**src/logic/scs_pkg.sv**
```systemverilog
package scs_pkg;
   // Register bus and map
   localparam int         AVS_DW       = 32;
   localparam int         AVS_AW       = 5;
   localparam logic [4:0] ADDR_CTRL    = 5'h00;
   localparam logic [4:0] ADDR_FREQ    = 5'h04;
   localparam logic [4:0] ADDR_STATUS  = 5'h08;
   localparam logic [4:0] ADDR_IRQ_ST  = 5'h0C;
   localparam logic [4:0] ADDR_IRQ_MSK = 5'h10;

   // Field positions
   localparam int CTRL_SRC_LSB = 0;
   localparam int CTRL_DIV_LSB = 4;
   localparam int ST_CUR_LSB   = 0;
   localparam int ST_OST_BIT   = 4;
   localparam int ST_DEAD_BIT  = 5;
   localparam int ST_BUSY_BIT  = 6;
   localparam int ST_MODE_LSB  = 8;
   localparam int ST_RSEL_LSB  = 12;
   localparam int IRQ_SWITCH   = 0;
   localparam int IRQ_FAIL     = 1;
   localparam int IRQ_OST      = 2;
   localparam int IRQ_W        = 3;
   localparam logic [2:0] IMASK_RST = 3'h0;

   // Source select codes, shared by reset and run-time select
   localparam logic [2:0] OSC_HF_64   = 3'h0;
   localparam logic [2:0] OSC_EXT_PLL = 3'h2;
   localparam logic [2:0] OSC_LF      = 3'h5;
   localparam logic [2:0] OSC_HF_1    = 3'h6;
   localparam logic [2:0] OSC_EXT     = 3'h7;

   // External mode codes
   localparam logic [2:0] MODE_LP  = 3'h0;
   localparam logic [2:0] MODE_XT  = 3'h1;
   localparam logic [2:0] MODE_HS  = 3'h2;
   localparam logic [2:0] MODE_ECL = 3'h4;
   localparam logic [2:0] MODE_ECM = 3'h5;
   localparam logic [2:0] MODE_ECH = 3'h6;
   localparam logic [1:0] GAIN_LOW  = 2'h0;
   localparam logic [1:0] GAIN_MED  = 2'h1;
   localparam logic [1:0] GAIN_HIGH = 2'h2;

   // Fast oscillator frequency codes, 1 MHz up to 64 MHz
   localparam logic [3:0] FRQ_1MHZ  = 4'h0;
   localparam logic [3:0] FRQ_64MHZ = 4'h8;
   localparam logic [3:0] FRQ_MAX   = 4'h8;

   // Dividers: log2 of ratio, 9 gives 1:512
   localparam logic [3:0] DIV_LOG_MAX = 4'h9;
   localparam logic [3:0] CLKOUT_LOG  = 4'h2;
   localparam int         DIV_CNT_W   = 8;

   // Timing
   localparam int OST_COUNT     = 1024;
   localparam int OST_W         = 11;
   localparam int CLK_PERIOD_NS = 8;
   localparam int FAIL_TIME_NS  = 100000;
   localparam int FAIL_CYCLES   = FAIL_TIME_NS / CLK_PERIOD_NS;
   localparam int FAIL_W        = 16;

   typedef enum logic [1:0] {
      SRC_HF  = 2'h0,
      SRC_LF  = 2'h1,
      SRC_EXT = 2'h2,
      SRC_PLL = 2'h3
   } scs_src_e;

   // Unknown codes fall back to the fast internal oscillator
   function automatic scs_src_e decode_source(input logic [2:0] code);
      if (code == OSC_EXT_PLL) return SRC_PLL;
      else if (code == OSC_EXT) return SRC_EXT;
      else if (code == OSC_LF) return SRC_LF;
      else return SRC_HF;
   endfunction

   function automatic logic uses_ext(input scs_src_e src);
      return (src == SRC_EXT) || (src == SRC_PLL);
   endfunction

   function automatic logic is_crystal(input logic [2:0] mode);
      return (mode == MODE_LP) || (mode == MODE_XT) || (mode == MODE_HS);
   endfunction

   // Low below 500 kHz, medium to 16 MHz or 4 MHz, high above
   function automatic logic [1:0] ext_gain(input logic [2:0] mode);
      if ((mode == MODE_LP) || (mode == MODE_ECL)) return GAIN_LOW;
      else if ((mode == MODE_XT) || (mode == MODE_ECM)) return GAIN_MED;
      else return GAIN_HIGH;
   endfunction
endpackage

```
**src/logic/scs_sync.sv**
```systemverilog
`timescale 1ns/1ps
module scs_sync #(
   parameter int W = 1
) (
   input  wire logic         mclk,
   input  wire logic         sys_rst,
   input  wire logic [W-1:0] d,
   output logic      [W-1:0] q
);
   typedef struct packed {
      logic [W-1:0] meta;
      logic [W-1:0] sync;
   } scs_sync_s;

   scs_sync_s s_reg;
   scs_sync_s s_next;

   // Two stages; only the second stage leaves the module
   always_comb begin
      s_next      = s_reg;
      s_next.meta = d;
      s_next.sync = s_reg.meta;
   end

   always_ff @(posedge mclk or posedge sys_rst) begin
      if (sys_rst) begin
         s_reg <= '0;
      end else begin
         s_reg <= s_next;
      end
   end

   assign q = s_reg.sync;
endmodule

```
**src/logic/scs_div.sv**
```systemverilog
`timescale 1ns/1ps
module scs_div #(
   parameter int CNT_W = 8,
   parameter int LOG_W = 4
) (
   input  wire logic             mclk,
   input  wire logic             sys_rst,
   input  wire logic             lvl,
   input  wire logic [LOG_W-1:0] log_sel,
   output logic                  q
);
   typedef struct packed {
      logic [CNT_W-1:0] cnt;
      logic             prev;
      logic             q;
   } scs_div_s;

   scs_div_s s_reg;
   scs_div_s s_next;

   // Toggle every 2**(log_sel-1) rising edges; zero passes the input
   always_comb begin
      logic [CNT_W-1:0] lim;
      lim    = '0;
      s_next = s_reg;
      s_next.prev = lvl;
      if (log_sel == '0) begin
         s_next.q   = lvl;
         s_next.cnt = '0;
      end else begin
         lim = CNT_W'((32'd1 << (log_sel - 1'b1)) - 32'd1);
         if (lvl && !s_reg.prev) begin
            // A ratio lowered mid-count wraps at once, no long pulse
            if (s_reg.cnt >= lim) begin
               s_next.q   = ~s_reg.q;
               s_next.cnt = '0;
            end else begin
               s_next.cnt = s_reg.cnt + 1'b1;
            end
         end
      end
   end

   always_ff @(posedge mclk or posedge sys_rst) begin
      if (sys_rst) begin
         s_reg <= '0;
      end else begin
         s_reg <= s_next;
      end
   end

   assign q = s_reg.q;
endmodule

```
**src/logic/scs_clock_select.sv**
```systemverilog
`timescale 1ns/1ps
// What this block does
// RL1 - After every reset the start-up source comes from the reset select.
// RL2 - External sources run in the mode given by the external mode field.
// RL3 - Six external modes; clock modes by power: below 500k, to 16M, above.
// RL4 - Crystal modes: 32 kHz watch, medium gain to 4 MHz, high gain above.
// RL5 - Loss of the external clock forces the fast internal oscillator.
// RL6 - Fast internal frequency chosen by the frequency select register.
// RL7 - Slow internal oscillator is a fixed 31 kHz, selectable with code 101.
// RL8 - A times-four PLL path may clock the system from the external input.
// RL9 - Software run-time select picks external or internal system source.
// RL10 - Clock-out only when its enable is set and the pin is unused.
// RL11 - Clock-out runs at system clock divided by four.
// RL12 - Crystal modes wait 1024 oscillator edges after reset or wake.
// RL13 - Select code 010 chooses the external source through the PLL.
// RL14 - Divider select divides the fast internal clock from 1:1 to 1:512.
// RL15 - Source changes never glitch or cut short the system clock.
module scs_clock_select
   import scs_pkg::*;
#(
   parameter int FAIL_CYC = scs_pkg::FAIL_CYCLES
) (
   input  wire logic                       mclk,
   input  wire logic                       sys_rst,
   input  wire logic [scs_pkg::AVS_AW-1:0] avs_address,
   input  wire logic                       avs_read,
   input  wire logic                       avs_write,
   input  wire logic [scs_pkg::AVS_DW-1:0] avs_writedata,
   output logic      [scs_pkg::AVS_DW-1:0] avs_readdata,
   output logic                            avs_waitrequest,
   input  wire logic [2:0]                 cfg_reset_osc_select,
   input  wire logic [2:0]                 cfg_external_mode_select,
   input  wire logic                       cfg_clock_out_enable_n,
   input  wire logic                       wake_pulse,
   input  wire logic                       ext_osc_in,
   input  wire logic                       pll_clk_in,
   input  wire logic                       fast_osc_in,
   input  wire logic                       slow_osc_in,
   output logic                            sys_clk_out,
   output logic                            clkout_out,
   output logic                            clkout_oe,
   output logic                            irq,
   output logic      [3:0]                 fast_freq_out,
   output logic      [1:0]                 ext_gain_out,
   output logic                            ext_amp_en_out,
   output logic                            pll_enable_out
);
   typedef enum logic [3:0] {
      SW_LOAD = 4'b0001,
      SW_RUN  = 4'b0010,
      SW_OLD  = 4'b0100,
      SW_NEW  = 4'b1000
   } scs_sw_e;

   typedef struct packed {
      scs_sw_e           st;
      scs_src_e          cur;
      scs_src_e          tgt;
      logic [2:0]        rst_sel;
      logic [2:0]        ext_mode;
      logic              co_ok;
      logic [2:0]        src_code;
      logic [3:0]        div_sel;
      logic [3:0]        frq;
      logic [OST_W-1:0]  ost_cnt;
      logic              ost_done;
      logic [FAIL_W-1:0] idle_cnt;
      logic              ext_dead;
      logic              ext_prev;
      logic              sysclk;
      logic              co;
      logic              co_oe;
      logic              irq;
      logic [IRQ_W-1:0]  ist;
      logic [IRQ_W-1:0]  imask;
      logic              wreq;
      logic [AVS_DW-1:0] rdata;
      logic [1:0]        gain;
      logic              amp_en;
      logic              pll_en;
   } scs_state_s;

   scs_state_s s_reg;
   scs_state_s s_next;
   logic [3:0] pin_q;
   logic       hf_div;
   logic       co_div;

   // Every source pin is foreign to mclk
   scs_sync #(
      .W (4)
   ) u_sync (
      .mclk    (mclk),
      .sys_rst (sys_rst),
      .d       ({pll_clk_in, ext_osc_in, slow_osc_in, fast_osc_in}),
      .q       (pin_q)
   );

   // Post-divider on the fast internal oscillator
   scs_div #(
      .CNT_W (DIV_CNT_W),
      .LOG_W (4)
   ) u_hf_div (
      .mclk    (mclk),
      .sys_rst (sys_rst),
      .lvl     (pin_q[0]),
      .log_sel (s_reg.div_sel),
      .q       (hf_div)
   ); // RL14

   // Quarter-rate copy of the system clock for the pin
   scs_div #(
      .CNT_W (DIV_CNT_W),
      .LOG_W (4)
   ) u_co_div (
      .mclk    (mclk),
      .sys_rst (sys_rst),
      .lvl     (s_reg.sysclk),
      .log_sel (CLKOUT_LOG),
      .q       (co_div)
   ); // RL11

   function automatic logic src_level(input scs_src_e src,
                                      input logic [3:0] pins,
                                      input logic hf);
      case (src)
         SRC_LF:  return pins[1]; // RL7
         SRC_EXT: return pins[2];
         SRC_PLL: return pins[3]; // RL8
         default: return hf;
      endcase
   endfunction

   function automatic logic [3:0] clamp_div(input logic [3:0] v);
      return (v > DIV_LOG_MAX) ? DIV_LOG_MAX : v;
   endfunction

   // Whole block state: bus, start-up timer, monitor, switch sequencer
   always_comb begin
      logic [AVS_DW-1:0] rd;
      logic [IRQ_W-1:0]  ev;
      logic [IRQ_W-1:0]  clr;
      logic              wr_go;
      logic              e_ext;
      logic              cur_lv;
      logic              tgt_lv;
      logic              gate;
      logic              fail;
      scs_src_e          want;
      rd     = '0;
      ev     = '0;
      clr    = '0;
      s_next = s_reg;
      wr_go  = avs_write && !s_reg.wreq;
      e_ext  = pin_q[2] && !s_reg.ext_prev;
      cur_lv = src_level(s_reg.cur, pin_q, hf_div);
      tgt_lv = src_level(s_reg.tgt, pin_q, hf_div);
      gate   = !(uses_ext(s_reg.cur) && !s_reg.ost_done);
      fail   = uses_ext(s_reg.cur) && s_reg.ext_dead;
      want   = decode_source(s_reg.src_code); // RL13
      s_next.ext_prev = pin_q[2];

      // Register reads, answered one cycle after the request
      if (avs_address == ADDR_CTRL) begin
         rd[CTRL_SRC_LSB +: 3] = s_reg.src_code;
         rd[CTRL_DIV_LSB +: 4] = s_reg.div_sel;
      end else if (avs_address == ADDR_FREQ) begin
         rd[3:0] = s_reg.frq;
      end else if (avs_address == ADDR_STATUS) begin
         rd[ST_CUR_LSB +: 2]  = s_reg.cur;
         rd[ST_OST_BIT]       = s_reg.ost_done;
         rd[ST_DEAD_BIT]      = s_reg.ext_dead;
         rd[ST_BUSY_BIT]      = (s_reg.st != SW_RUN);
         rd[ST_MODE_LSB +: 3] = s_reg.ext_mode;
         rd[ST_RSEL_LSB +: 3] = s_reg.rst_sel;
      end else if (avs_address == ADDR_IRQ_ST) begin
         rd[IRQ_W-1:0] = s_reg.ist;
      end else if (avs_address == ADDR_IRQ_MSK) begin
         rd[IRQ_W-1:0] = s_reg.imask;
      end
      if (s_reg.wreq && (avs_read || avs_write)) begin
         s_next.wreq  = 1'b0;
         s_next.rdata = avs_read ? rd : '0;
      end else begin
         s_next.wreq  = 1'b1;
      end

      // Writes land at the edge where waitrequest is seen low
      if (wr_go) begin
         if (avs_address == ADDR_CTRL) begin
            s_next.src_code = avs_writedata[CTRL_SRC_LSB +: 3]; // RL9
            s_next.div_sel  = clamp_div(avs_writedata[CTRL_DIV_LSB +: 4]);
         end else if (avs_address == ADDR_FREQ) begin
            // Reserved codes are dropped, old frequency kept
            if (avs_writedata[3:0] <= FRQ_MAX) begin
               s_next.frq = avs_writedata[3:0]; // RL6
            end
         end else if (avs_address == ADDR_IRQ_ST) begin
            clr = avs_writedata[IRQ_W-1:0];
         end else if (avs_address == ADDR_IRQ_MSK) begin
            s_next.imask = avs_writedata[IRQ_W-1:0];
         end
      end

      // Fail-safe watchdog on external edges
      if (e_ext) begin
         s_next.idle_cnt = '0;
         s_next.ext_dead = 1'b0;
      end else if (s_reg.idle_cnt != FAIL_W'(FAIL_CYC - 1)) begin
         s_next.idle_cnt = s_reg.idle_cnt + 1'b1;
      end else begin
         s_next.ext_dead = 1'b1; // RL5
      end

      // Start-up timer; EC modes need none
      if (s_reg.st != SW_LOAD) begin
         if (!is_crystal(s_reg.ext_mode)) begin
            s_next.ost_done = 1'b1;
            s_next.ost_cnt  = '0;
         end else if (wake_pulse) begin
            s_next.ost_done = 1'b0; // RL12
            s_next.ost_cnt  = '0;
         end else if (!s_reg.ost_done && e_ext) begin
            if (s_reg.ost_cnt == OST_W'(OST_COUNT - 1)) begin
               s_next.ost_done = 1'b1; // RL12
               ev[IRQ_OST]     = 1'b1;
            end else begin
               s_next.ost_cnt = s_reg.ost_cnt + 1'b1;
            end
         end
      end

      // Switch sequencer: park low on old, leave on a low new source
      case (s_reg.st)
         SW_LOAD: begin
            s_next.rst_sel  = cfg_reset_osc_select; // RL1
            s_next.src_code = cfg_reset_osc_select; // RL1
            s_next.ext_mode = cfg_external_mode_select; // RL2
            s_next.co_ok    = !cfg_clock_out_enable_n &&
                              !is_crystal(cfg_external_mode_select); // RL10
            s_next.frq      = (cfg_reset_osc_select == OSC_HF_1) ?
                              FRQ_1MHZ : FRQ_64MHZ;
            s_next.ost_done = !is_crystal(cfg_external_mode_select);
            s_next.ost_cnt  = '0;
            s_next.st       = SW_RUN;
         end
         SW_RUN: begin
            s_next.sysclk = cur_lv && gate;
            if (fail) begin
               s_next.tgt     = SRC_HF; // RL5
               s_next.sysclk  = 1'b0;
               s_next.st      = SW_NEW;
               ev[IRQ_FAIL]   = 1'b1;
            end else if ((want != s_reg.cur) &&
                         !(uses_ext(want) && s_reg.ext_dead)) begin
               s_next.tgt = want; // RL9
               s_next.st  = SW_OLD;
            end
         end
         SW_OLD: begin
            s_next.sysclk = cur_lv && gate;
            if (fail) begin
               // A dead clock held high is no runt when dropped
               s_next.tgt     = SRC_HF; // RL5
               s_next.sysclk  = 1'b0;
               s_next.st      = SW_NEW;
               ev[IRQ_FAIL]   = 1'b1;
            end else if (!(cur_lv && gate)) begin
               s_next.st = SW_NEW; // RL15
            end
         end
         SW_NEW: begin
            s_next.sysclk = 1'b0;
            if (uses_ext(s_reg.tgt) && s_reg.ext_dead) begin
               s_next.tgt   = SRC_HF; // RL5
               ev[IRQ_FAIL] = 1'b1;
            end else if (!tgt_lv &&
                         (!uses_ext(s_reg.tgt) || s_reg.ost_done)) begin
               s_next.cur     = s_reg.tgt; // RL15
               s_next.st      = SW_RUN;
               ev[IRQ_SWITCH] = 1'b1;
            end
         end
         default: begin
            s_next.st = SW_LOAD;
         end
      endcase

      // Pin and analog controls, set over clear on the sticky bits
      s_next.co     = s_reg.co_ok && co_div; // RL11
      s_next.co_oe  = s_reg.co_ok; // RL10
      s_next.gain   = ext_gain(s_next.ext_mode); // RL3
      s_next.amp_en = is_crystal(s_next.ext_mode) &&
                      (s_next.st != SW_LOAD); // RL4
      s_next.pll_en = (s_next.cur == SRC_PLL) ||
                      (s_next.tgt == SRC_PLL); // RL8
      s_next.ist    = (s_reg.ist & ~clr) | ev;
      s_next.irq    = |(s_next.ist & s_next.imask);
   end

   always_ff @(posedge mclk or posedge sys_rst) begin
      if (sys_rst) begin
         s_reg          <= '0;
         s_reg.st       <= SW_LOAD;
         s_reg.cur      <= SRC_HF;
         s_reg.tgt      <= SRC_HF;
         s_reg.ext_mode <= MODE_ECH;
         s_reg.frq      <= FRQ_64MHZ;
         s_reg.imask    <= IMASK_RST;
         s_reg.wreq     <= 1'b1;
      end else begin
         s_reg <= s_next;
      end
   end

   // All outputs straight from state flops
   assign avs_readdata    = s_reg.rdata;
   assign avs_waitrequest = s_reg.wreq;
   assign sys_clk_out     = s_reg.sysclk;
   assign clkout_out      = s_reg.co;
   assign clkout_oe       = s_reg.co_oe;
   assign irq             = s_reg.irq;
   assign fast_freq_out   = s_reg.frq;
   assign ext_gain_out    = s_reg.gain;
   assign ext_amp_en_out  = s_reg.amp_en;
   assign pll_enable_out  = s_reg.pll_en;
endmodule

```
**config.mk**
```make
export PLATFORM = sky130hd
export DESIGN_NAME = scs_clock_select
export DESIGN_NICKNAME = d
export VERILOG_FILES = /design/src/logic/scs_pkg.sv /design/src/logic/scs_sync.sv /design/src/logic/scs_div.sv /design/src/logic/scs_clock_select.sv
export SDC_FILE = /design/constraint.sdc
export NUM_CORES = 1
export LEC_CHECK = 0
export ABC_AREA = 1
export BUFFER_PORTS_ARGS = -buffer_cell sky130_fd_sc_hd__buf_2
export CORE_UTILIZATION = 52
export CTS_CLUSTER_SIZE = 40
export DETAILED_ROUTE_END_ITERATION = 8
export PLACE_DENSITY_LB_ADDON = 0.25
export SKIP_CTS_REPAIR_TIMING = 1
export SYNTH_ARGS = -nofsm -noshare
export SYNTH_HDL_FRONTEND = slang
export SYNTH_SLANG_ARGS = --single-unit
```
**constraint.sdc**
```tcl
create_clock -name mclk -period 5.6 [get_ports mclk]
set_input_delay 0 -clock mclk [delete_from_list [all_inputs] [get_ports mclk]]
set_output_delay 0 -clock mclk [all_outputs]
set_load 0.03 [all_outputs]
```
### Word level (Yosys, flattened, before mapping)

Cells that the tools add are included.

* output and inout bits: 45
* bits of input ports: 53
* bits in registers: 131
* logic and storage cells: 242

* bitwise gates (word level): 6
* $lt $le $gt $ge: 4
* shifts and indexed selects: 1
* equal/unequal tests: 41
* reduce and logical (&&, ||, !) cells: 64
* muxes and demuxes: 87
* add/subtract/negate cells: 6

Operator list (count)
* two-way mux 3 bit: 22
* two-way mux 12 bit: 4
* two-way mux 4 bit: 9
* two-way mux 16 bit: 2
* two-way mux 8 bit: 4
* two-way mux 1 bit: 22
* two-way mux 11 bit: 2
* two-way mux 2 bit: 10
* nonzero test 2 bit: 9
* two-way mux 17 bit: 1
* adder 16 x 1 -> 16 bit, second input constant: 1
* adder 8 x 1 -> 8 bit, second input constant: 2
* equality test 2 bit, second input constant: 8
* logical AND 1 bit: 16
* != test 16 x 14 -> 1 bit, second input constant: 1
* one-hot mux 4 bit (4 select lines): 1
* equality test 3 bit, second input constant: 5
* two-way mux 15 bit: 1
* logical OR 1 bit: 14
* two-way mux 7 bit: 2
* equality test 3 x 2 -> 1 bit, second input constant: 4
* two-way mux 6 bit: 2
* != test 4 x 2 -> 1 bit, second input constant: 3
* adder 11 x 1 -> 11 bit, second input constant: 1
* other kinds (38): 63

### Longest topological paths before layout

Gate-level depths: netlist of run 1.

* depth after elaboration: 14
* mapped depth: 15
* gate-level depth less buffers: 15

### Modules after synthesis

Synthesis of run 1 repeated with hierarchy kept, for this count alone.

* cells, all modules: 787
* area, all modules: 6508.7 um^2

By module, submodules not included
* scs_clock_select: area an instance 4553.1 um^2, cells an instance 542, instances 1
* scs_div at u_hf_div: area an instance 880.8 um^2, cells an instance 119, instances 1
* scs_div at u_co_div: area an instance 870.8 um^2, cells an instance 117, instances 1
* scs_sync: area an instance 203.9 um^2, cells an instance 9, instances 1

### Worst setup path before layout of run 1

Ideal clock, no wire load.

* path kind: register to register
* start point: register s_reg[84] in the netlist's numbering
* end point: register u_hf_div.s_reg, in the netlist u_hf_div.q
* cell stages (with the launch flop): 15
* setup slack: 3.411 ns
* arrival: 2.062 ns
* path buffers: 0
* setup time: 0.127 ns
* cells stage by stage: dfrtp_1 nor2_2 nand3_1 ha_1 inv_1 xor2_1 inv_1 ha_1 nand2_1 o21ai_0 nand2_1 nand4_1 nand2_1 inv_1 o21ai_0

* cells in the longest elaborated chain, start to end: 6
* elaborated cells between the ends (all ways): 9

Ends and longest elaborated chain
* from (decl): RTL line scs_clock_select.sv:83 `scs_state_s s_reg;`
* from (signal assigned): RTL line scs_clock_select.sv:312 `s_reg <= s_next;`
* subtractor 4 x 1 -> 4 bit: RTL line scs_div.sv:31 `lim = CNT_W'((32'd1 << (log_sel - 1'b1)) - 32'd1);`
* << shifter 1 x 4 -> 8 bit: RTL line scs_div.sv:31
* subtractor 8 x 1 -> 8 bit: RTL line scs_div.sv:31
* >= comparator 8 bit: RTL line scs_div.sv:34 `if (s_reg.cnt >= lim) begin`
* nonzero test 2 bit (no line)
* AND reduction 2 bit (no line)
* to (signal assigned): RTL line scs_div.sv:48 `s_reg <= s_next;`
* to (decl): RTL line scs_div.sv:18 `scs_div_s s_reg;`

Several ways; a longest one is shown, not always the timed one.
A chain may end at the register's enable or synchronous reset.

### Final worst setup path of run 1

* start point: register s_reg[84] in the netlist's numbering
* end point: register u_hf_div.s_reg[7] in the netlist's numbering

* cells in the longest elaborated chain, start to end: 7
* elaborated cells between the ends (all ways): 9

Ends and longest elaborated chain
* subtractor 4 x 1 -> 4 bit: RTL line scs_div.sv:31
* << shifter 1 x 4 -> 8 bit: RTL line scs_div.sv:31
* subtractor 8 x 1 -> 8 bit: RTL line scs_div.sv:31
* >= comparator 8 bit: RTL line scs_div.sv:34
* two-way mux 8 bit: RTL line scs_div.sv:34
* two-way mux 8 bit: RTL line scs_div.sv:32 `if (lvl && !s_reg.prev) begin`
* two-way mux 8 bit: RTL line scs_div.sv:27 `if (log_sel == '0) begin`

Several ways; a longest one is shown, not always the timed one. The select of a mux whose other input is x is not followed.

==> results of run 1 <==
final timing paths:
check	from	end	slack [ns]	cells after the start
max	s_reg[84]$_DFFE_PP0P_	u_hf_div.s_reg[7]$_DFFE_PP0P_	2.98	14
min	avs_writedata[7]	s_reg[84]$_DFFE_PP0P_	-0.03	4
max reg2reg	s_reg[84]$_DFFE_PP0P_	u_hf_div.s_reg[7]$_DFFE_PP0P_	2.98	14
min reg2reg	u_sync.s_next[1]$_DFF_PP0_	u_sync.q[1]$_DFF_PP0_	0.35	0
max in group asynchronous	sys_rst	s_reg[98]$_DFF_PP0_	4.16	4
min in group asynchronous	sys_rst	avs_readdata[10]$_DFFE_PP0P_	0.28	3
routing by layer:
layer	wire length, um	vias to the layer above
met3	872	34
met2	6720	201
met1	6141	2461
li1	-	2472
met4	364	0
met5	0	-
synth_stat cells (10+ instances only):
master | number | area, um^2
sky130_fd_sc_hd__nor3_1 | 16 | 80.08
sky130_fd_sc_hd__nand3_1 | 47 | 235.2
sky130_fd_sc_hd__a21oi_1 | 34 | 170.2
sky130_fd_sc_hd__ha_1 | 15 | 187.7
sky130_fd_sc_hd__o21ai_0 | 58 | 290.3
sky130_fd_sc_hd__dfrtp_1 | 108 | 2703
sky130_fd_sc_hd__inv_2 | 10 | 37.54
sky130_fd_sc_hd__nand4_1 | 14 | 87.58
sky130_fd_sc_hd__nor2_1 | 51 | 191.4
sky130_fd_sc_hd__buf_4 | 38 | 285.3
sky130_fd_sc_hd__inv_1 | 94 | 352.8
sky130_fd_sc_hd__nand2_1 | 140 | 525.5
through the flow:
step | cell area (um^2) | util, %
after floorplan | 6055 | -
after global placement | 6200 | 56.20
after detailed placement | 6200 | 56.20
after CTS | 6853 | 62.13
after global routing | 7096 | 64.33
final | 7096 | 64.33
final cells by class:
class                      count  share of cell area, %
sequential                   113                  39.94
multi-input combinational    477                  35.34
timing repair buffer          81                  7.477
clock buffer                  21                  6.630
inverter                     104                  5.537
clock inverter                11                  2.574
tap                          140                  2.469
antenna                        1                0.03527
power groups by stage:
stage | registers [mW] | clock network [mW] | logic (mW)
after global placement | 1.15 | 0 | 0.899
after floorplan | 1.15 | 0 | 0.729
after detailed placement | 1.15 | 0 | 0.933
after global routing | 1.17 | 1.25 | 1.09
after CTS | 1.14 | 1.21 | 0.952
final | 1.15 | 1.20 | 0.970
cell families (layout without fill, tap and decap cells):
family | after synthesis | after routing | share of synthesized area [%]
buffers and inverters | 149 | 217 | 11.90
xor gates and xnor gates | 9 | 9 | 1.316
muxes | 2 | 2 | 0.3759
AOI/OAI and AO/OA | 137 | 137 | 13.30
other | 1 | 19 | 0.06260
and+or+nand+nor | 296 | 296 | 22.60
DFF | 113 | 113 | 47.31
adders and majority gates | 15 | 15 | 3.133
critical path: stages, from the launching register on:
cell                      delay [ns]
sky130_fd_sc_hd__dfrtp_1        0.46
sky130_fd_sc_hd__nor2_2         0.23
sky130_fd_sc_hd__nand3_1        0.14
sky130_fd_sc_hd__ha_1           0.22
sky130_fd_sc_hd__inv_1          0.10
sky130_fd_sc_hd__a21oi_1        0.07
sky130_fd_sc_hd__o21ai_0        0.24
sky130_fd_sc_hd__ha_1           0.27
sky130_fd_sc_hd__nand2_1        0.07
sky130_fd_sc_hd__nor2_1         0.05
sky130_fd_sc_hd__nand4_1        0.07
sky130_fd_sc_hd__nand4_1        0.15
sky130_fd_sc_hd__nand2_1        0.09
sky130_fd_sc_hd__inv_1          0.12
sky130_fd_sc_hd__nor3_1         0.23
==> key figures, run 1 <==
Global routing
  • First-pass GRT wire length: 22,760 um
  • Antenna violations before repair: 1
  • Global-route total usage across every layer: 25.05%
  • GR met3 Demand/Resource: around 6.4%
  • Residual overflow from global routing: 0
  • Number of global-route vias before repair: 4,798
  • Pin count of the biggest net entering global routing: 64
  • Most heavily used metal layer in global routing: met2
  • Met2 layer usage reported by global route: between 40 and 50%
  • Global Route met1 Usage: roughly a third

Power
  • Max IR drop VDD: 0.3731 mV
  • Clk network pwr share: between 30 and 40%
  • Power density over the cells: 466.7 nW/um^2
  • Switching power share of the total: 36.21%
  • Proportion of power drawn by combinational gates: 29.3%
  • Net switching power: approximately 1.2 mW
  • Sequential share of power: about a third
  • Leak: 3.512 nW
  • Internal Pwr Total: 2.112 mW
  • Total power: 3.311 mW

Timing
  • Final slew viol count: 0
  • Slack of the critical path: about 3.0 ns
  • Shortest period the worst path allows: 2.619 ns
  • Slew headroom: 48.13%
  • Max Fclk: 381.8 MHz
  • Period utilization: 46.77%
  • Smallest hold slack: -0.02682 ns
  • Slew of the pin with the lowest slew margin: a little under 0.8 ns
  • Final number of hold-violating endpoints: 2
  • Post-Route Setup TNS: 0 ns
  • Setup violations, final: 0
  • Unrepaired setup endpoints after global routing: no
  • Max Clock Skew: roughly 0.014 ns

Synth
  • Synthesis Warnings: 0
  • Count of cell types in the netlist: 42
  • Area of the mapped netlist: 5991 um^2
  • Synthesized instance count: 722
  • Mean post-synth cell area: slightly above 8 um^2
  • Register bit total from synthesis: 113
  • Proportion of synthesized chip area in sequential cells: a little under half
  • Share of async-settable or async-resettable flops after synthesis: between 90% and 100%
  • Count of flip-flops with a built-in enable after synthesis: 0
  • Dominant synthesized flop cell: sky130_fd_sc_hd__dfrtp_1

Drt
  • DRC violations left: 0
  • Iteration-0 DRC Markers: 367
  • Final wirelength: 14,100 um
  • DR WL/cell: ~15 um
  • DR pass1 iterations: 5
  • Antenna violation net count after detailed routing: 0
  • Vias post-DR: 5,168
  • Detailed-route vias per instance: 5.451

Worst setup path
  • CP endpoint kind: flop
  • Critical Path Source Type: flop
  • Worst path required time: around 5.9 ns
  • Largest driver fanout on the critical path: 8
  • Path type of the worst setup path: reg2reg
  • Arrival time at the worst endpoint: 2.92 ns

Die
  • Die area: 11,950 um^2
  • Horizontal die dimension: ~110 um
  • Floorplan Core Area: 11,030 um^2
  • Initial Util: between 50% and 60%
  • Number of placement rows: 38
  • Die boundary height: around 110 um
  • I/O pin total: 98

Placement
  • Gp weighted congestion: roughly 0.93
  • Placed instance count: about 890
  • I/O Buffers: 55
  • Worst setup slack after placement: approximately 3 ns
  • Detailed placement HPWL: slightly below 10,000 um

Flow run
  • Number of max-capacitance violations reported: 0

Finish
  • Commonest cells after routing, fill and taps aside: sky130_fd_sc_hd__nand2_1 (140), sky130_fd_sc_hd__dfrtp_1 (108), sky130_fd_sc_hd__inv_1 (93), sky130_fd_sc_hd__o21ai_0 (58), sky130_fd_sc_hd__buf_2 (55)
  • Most common cell after layout, fill and taps aside: sky130_fd_sc_hd__nand2_1
  • Area occupied by multi-input gates: roughly 2500 um^2
  • Share of final-layout standard cells stronger than drive strength 1: between 15 and 20%
  • Number of nets at the end of the flow: 862
  • Storage cell area: 2834 um^2
  • Area growth from synthesis to layout: 18.44%
  • Fillers: 883
  • Layout Cells excl Fill: 948
  • Largest register FFs: 57

Clock network
  • Number of clock sinks: 113
  • CTS tree: yes
  • Clock latency reported for the late side of the worst-skew pair: 0.41 ns
  • Clock tree buffer depth: 2
  • Number of buffers created by CTS: 17
  • H-tree levels: 4
  • Clk root buf: sky130_fd_sc_hd__clkbuf_16
  • Clock input transition at the sequential cells of the worst setup and hold paths: 0.06 ns

Outcome
  • Run status: finished with violations
  • Violated checks: negative hold slack

Worst hold path
  • Worst min-delay path category: in2reg
Note: power is estimated with default switching activity, not from simulation.
==> run 2: changes to the inputs <==
ABC_AREA = 0   (was 1)
clock period = 2.5 ns   (was 5.6 ns; I/O delays follow)
==> run 2 against run 1 <==
The run now ends clean. Die area is 2.2% lower. Clock skew down 0.0070 ns. Core utilization is 0.51 points higher. Wire length fell by 9.3%. Critical path depth down 1. Fmax up 6.0%. Design area is 0.51% lower. Register-to-register slack got worse by 3.0 ns. Worst hold slack better by 0.030 ns. Power rose by 110%. Area after synthesis shrank 2.3%. Non-clock buffer count increased by 17. Highest routed layer unchanged.
==> key figures, run 2 <==
Drt
  • DR WL/cell: 15.36 um (+3.3%)
  • Vias post-DR: 4,666 (-9.7%)
  • DRC violations left: 0 (unchanged)
  • DR pass1 iterations: 5 (unchanged)
  • Detailed-route vias per instance: 5.608 (+2.9%)
  • Iteration-0 DRC Markers: 390 (+6.3%)
  • Final wirelength: 12,780 um (-9.3%)
  • Antenna violation net count after detailed routing: 0 (unchanged)

Timing
  • Slew of the pin with the lowest slew margin: 1.165 ns (+0.3874 ns)
  • Shortest period the worst path allows: 2.471 ns (-0.1476 ns)
  • Unrepaired setup endpoints after global routing: yes
  • Setup violations, final: 0 (unchanged)
  • Slew headroom: 21.78% (-26 points)
  • Period utilization: 98.86% (+52 points)
  • Final slew viol count: 0 (unchanged)
  • Max Clock Skew: 0.006909 ns (-0.007000 ns)
  • Post-Route Setup TNS: 0 ns (unchanged)
  • Max Fclk: 404.6 MHz (+6.0%)
  • Final number of hold-violating endpoints: 0 (-2)

Synth
  • Share of async-settable or async-resettable flops after synthesis: 100.0% (unchanged)
  • Dominant synthesized flop cell: sky130_fd_sc_hd__dfrtp_1
  • Xor and xnor area share after synthesis: 4.188% (+2.9 points)
  • Proportion of synthesized chip area in sequential cells: 48.40% (+1.1 points)
  • Synthesized instance count: 602 (-17%)
  • Library cell occupying the most area in the post-synthesis netlist: sky130_fd_sc_hd__dfrtp_1
  • Portion of synthesized cell area occupied by the leading cell type: 46.15% (+1.0 points)
  • Multiplexer area fraction after synthesis: 3.226% (+2.9 points)
  • Synth Area in Compound Gates: 13.78% (+0.48 points)
  • Most common library cells after synthesis: sky130_fd_sc_hd__dfrtp_1 (108), sky130_fd_sc_hd__nand2_1 (68), sky130_fd_sc_hd__nor2_1 (57), sky130_fd_sc_hd__buf_4 (38), sky130_fd_sc_hd__a21oi_1 (37)
  • Largest family of logic cells by synthesized area: simple AND/OR/NAND/NOR gates
  • Register bit total from synthesis: 113 (unchanged)
  • Mean post-synth cell area: 9.727 um^2 (+17%)
  • Count of flip-flops with a built-in enable after synthesis: 0 (unchanged)
  • Most frequent cell after synthesis: sky130_fd_sc_hd__dfrtp_1
  • Share of synthesized cell area in and, or, nand and nor gates: 19.62% (-3.0 points)
  • Synthesis Warnings: 0 (unchanged)
  • Area of the mapped netlist: 5856 um^2 (-2.3%)
  • Adder and majority cell fraction of the synthesized area: 3.205% (+0.072 points)
  • Count of cell types in the netlist: 64 (+52%)
  • Top cells by area, synth: sky130_fd_sc_hd__dfrtp_1 (46%), sky130_fd_sc_hd__buf_4 (4.9%), sky130_fd_sc_hd__nand2_1 (4.4%)

Placement
  • I/O Buffers: 55 (unchanged)
  • Post-placement cell area: 6145 um^2 (-0.89%)
  • Detailed placement HPWL: 8532 um (-13%)
  • Gp weighted congestion: 0.8558 (-7.9%)

Worst setup path
  • Worst path cell trace: nor2_2 -> nand3b_1 -> ha_4 -> buf_4 -> a32oi_2 -> ha_2 -> a21o_1 -> a21o_1 -> a211oi_2 -> buf_4 -> nand2b_1 -> o311a_1 -> a211o_1
  • Largest driver fanout on the critical path: 4 (-4)
  • Worst r2r dst: u_hf_div.q$_DFFE_PP0P_
  • Path type of the worst setup path: reg2reg
  • CP endpoint kind: flop
  • Critical register-to-register path startpoint: s_reg[83]$_DFFE_PP0P_
  • Register-to-register path setup slack: 0.03 ns (-2.95 ns)
  • Arrival time at the worst endpoint: 2.87 ns (-0.05 ns)
  • Critical Path Source Type: flop
  • Critical path's largest stage delay: 0.39 ns (-0.07 ns)
  • Largest delay share family, worst path: compound AO/OA/AOI/OAI gates
  • Number of buffer and inverter instances along the worst setup path: 2 (unchanged)
  • Worst path required time: 2.90 ns (-3.00 ns)
  • Worst path slowest cell: sky130_fd_sc_hd__dfrtp_1
  • Length in cells of the worst reg-to-reg path: 13 (-1)

Global routing
  • Pin count of the biggest net entering global routing: 65 (+1.6%)
  • Global-route total usage across every layer: 22.43% (-2.6 points)
  • First-pass GRT wire length: 20,220 um (-11%)
  • Antenna violations before repair: 0 (-1)
  • Number of global-route vias before repair: 4,285 (-11%)
  • Residual overflow from global routing: 0 (unchanged)

Outcome
  • Run status: finished clean

Finish
  • Number of nets at the end of the flow: 747 (-13%)
  • Share of final-layout standard cells stronger than drive strength 1: 20.52% (+3.2 points)
  • Number of antenna diodes: 0 (-1)
  • Fillers: 855 (-3.2%)
  • Area growth from synthesis to layout: 20.56%
  • Post-layout utilization of the core: 64.84% (+0.51 points)
  • Most common cell after layout, fill and taps aside: sky130_fd_sc_hd__dfrtp_1
  • Finished layout cell area: 7059 um^2 (-0.51%)
  • Commonest cells after routing, fill and taps aside: sky130_fd_sc_hd__dfrtp_1 (108), sky130_fd_sc_hd__nand2_1 (67), sky130_fd_sc_hd__nor2_1 (55), sky130_fd_sc_hd__buf_2 (55), sky130_fd_sc_hd__a21oi_1 (33)
  • Largest register FFs: 57 (unchanged)

Die
  • Die boundary height: 108.1 um (-1.1%)
  • Number of placement rows: 38 (unchanged)
  • Floorplan Core Area: 10,890 um^2 (-1.3%)
  • Die area: 11,690 um^2 (-2.2%)
  • Horizontal die dimension: 108.1 um (-1.1%)
  • I/O pin total: 98 (unchanged)
  • Initial Util: 53.78% (-0.53 points)

Power
  • Total power: 7.117 mW (+110%)
  • Max IR drop VDD: 0.5551 mV (+49%)
  • Power density over the cells: 1008 nW/um^2 (+120%)
  • Leak: 3.294 nW (-6.2%)

Flow run
  • Number of max-capacitance violations reported: 0 (unchanged)

Clock network
  • CTS tree: yes
  • Clock tree buffer depth: 2 (unchanged)
  • H-tree levels: 4 (unchanged)
  • Number of buffers created by CTS: 17 (unchanged)
  • Clk root buf: sky130_fd_sc_hd__clkbuf_8
  • Clock input transition at the sequential cells of the worst setup and hold paths: 0.06 ns (about the same)
  • Number of clock sinks: 113 (unchanged)
  • Clock latency reported for the late side of the worst-skew pair: 0.52 ns (+0.11 ns)

Worst hold path
  • Instance count along the most critical hold path: 5 (+1)
  • Worst min-delay path category: in2reg
  • WHS Endpoint: avs_readdata[3]$_DFFE_PP0P_
  • Start point of the worst hold path: avs_address[4]
## run 2: cell types whose count changed after synthesis, moves of 9 or more
cell / change
sky130_fd_sc_hd__mux2i_1: +11
sky130_fd_sc_hd__clkbuf_1: +12
sky130_fd_sc_hd__inv_2: -9
sky130_fd_sc_hd__nand2_1: -72
sky130_fd_sc_hd__inv_1: -74
sky130_fd_sc_hd__and3_1: +12
sky130_fd_sc_hd__a22o_1: +12
sky130_fd_sc_hd__xor2_1: +11
sky130_fd_sc_hd__o21ai_0: -34
sky130_fd_sc_hd__nand3_1: -33
## run 2: area by class of cell
class	count	area, um^2	share of cell area (%)
clock buffers	22	452.9	6.416
clock inverters	10	135.1	1.914
inverters	21	82.58	1.170
multi-input cells	428	2713	38.43
flip-flops and latches	113	2834	40.15
well taps	140	175.2	2.481
repair buffers	98	666.9	9.447
## run 2: per-layer routing
| layer | global-route usage (%) | vias to the layer above | share of wire (%) |
|---|---|---|---|
| met3 | 6.811 | 15 | 5.1 |
| met1 | 30.00 | 2288 | 46 |
| li1 | - | 2231 | - |
| met4 | 7.534 | 0 | 1.1 |
| met2 | 34.67 | 132 | 48 |
| met5 | 0 | - | 0 |
## run 2: through the flow
stage	std cells	setup slack, ns	hold WS (ns)
2_1_floorplan	619	0.01270	0.03143
5_1_grt	832	-0.1132	0.01138
3_3_place_gp	772	0.1074	0.1099
4_1_cts	804	-0.005372	-0.4334
3_5_place_dp	772	0.02490	0.1114
6_report	832	0.02859	0.003314
## run 2: worst min-delay path: cells and delay by family
kind | cells | cell delay, ns
buf+inv | 2 | 0.27
simple gates | 3 | 0.20
## run 2: worst max-delay path by stage
| stage | from | end | slack (ns) | cells after the start |
|---|---|---|---|---|
| final | s_reg[83]$_DFFE_PP0P_ | u_hf_div.q$_DFFE_PP0P_ | 0.03 | 13 |
| after global routing | s_reg[83]$_DFFE_PP0P_ | u_hf_div.q$_DFFE_PP0P_ | -0.11 | 13 |
| after CTS | s_reg[84]$_DFFE_PP0P_ | u_hf_div.s_reg[9]$_DFFE_PP0P_ | -0.005 | 12 |
| after detailed placement | s_reg[84]$_DFFE_PP0P_ | u_hf_div.s_reg[9]$_DFFE_PP0P_ | 0.02 | 12 |
| after global placement | s_reg[84]$_DFFE_PP0P_ | u_hf_div.q$_DFFE_PP0P_ | 0.11 | 11 |
| after floorplan | s_reg[84]$_DFFE_PP0P_ | u_hf_div.q$_DFFE_PP0P_ | 0.01 | 12 |
## run 2: kinds of logic (layout without fill, tap and decap cells)
kind of cell,Yosys count,count (layout)
simple gates,227,227
compound gates,122,122
flops,113,113
buf+inv,78,151
xor+xnor,28,28
mux,18,18
fa+ha+maj,15,15
other cells,1,18
## run 2: report_power, final
| part | switching, mW | leakage [nW] | internal (mW) | total, mW |
|---|---|---|---|---|
| Clock | 0.819 | 0.289 | 1.56 | 2.38 |
| Sequential | 0.413 | 1.47 | 2.20 | 2.62 |
| Combinational | 1.26 | 1.54 | 0.859 | 2.12 |
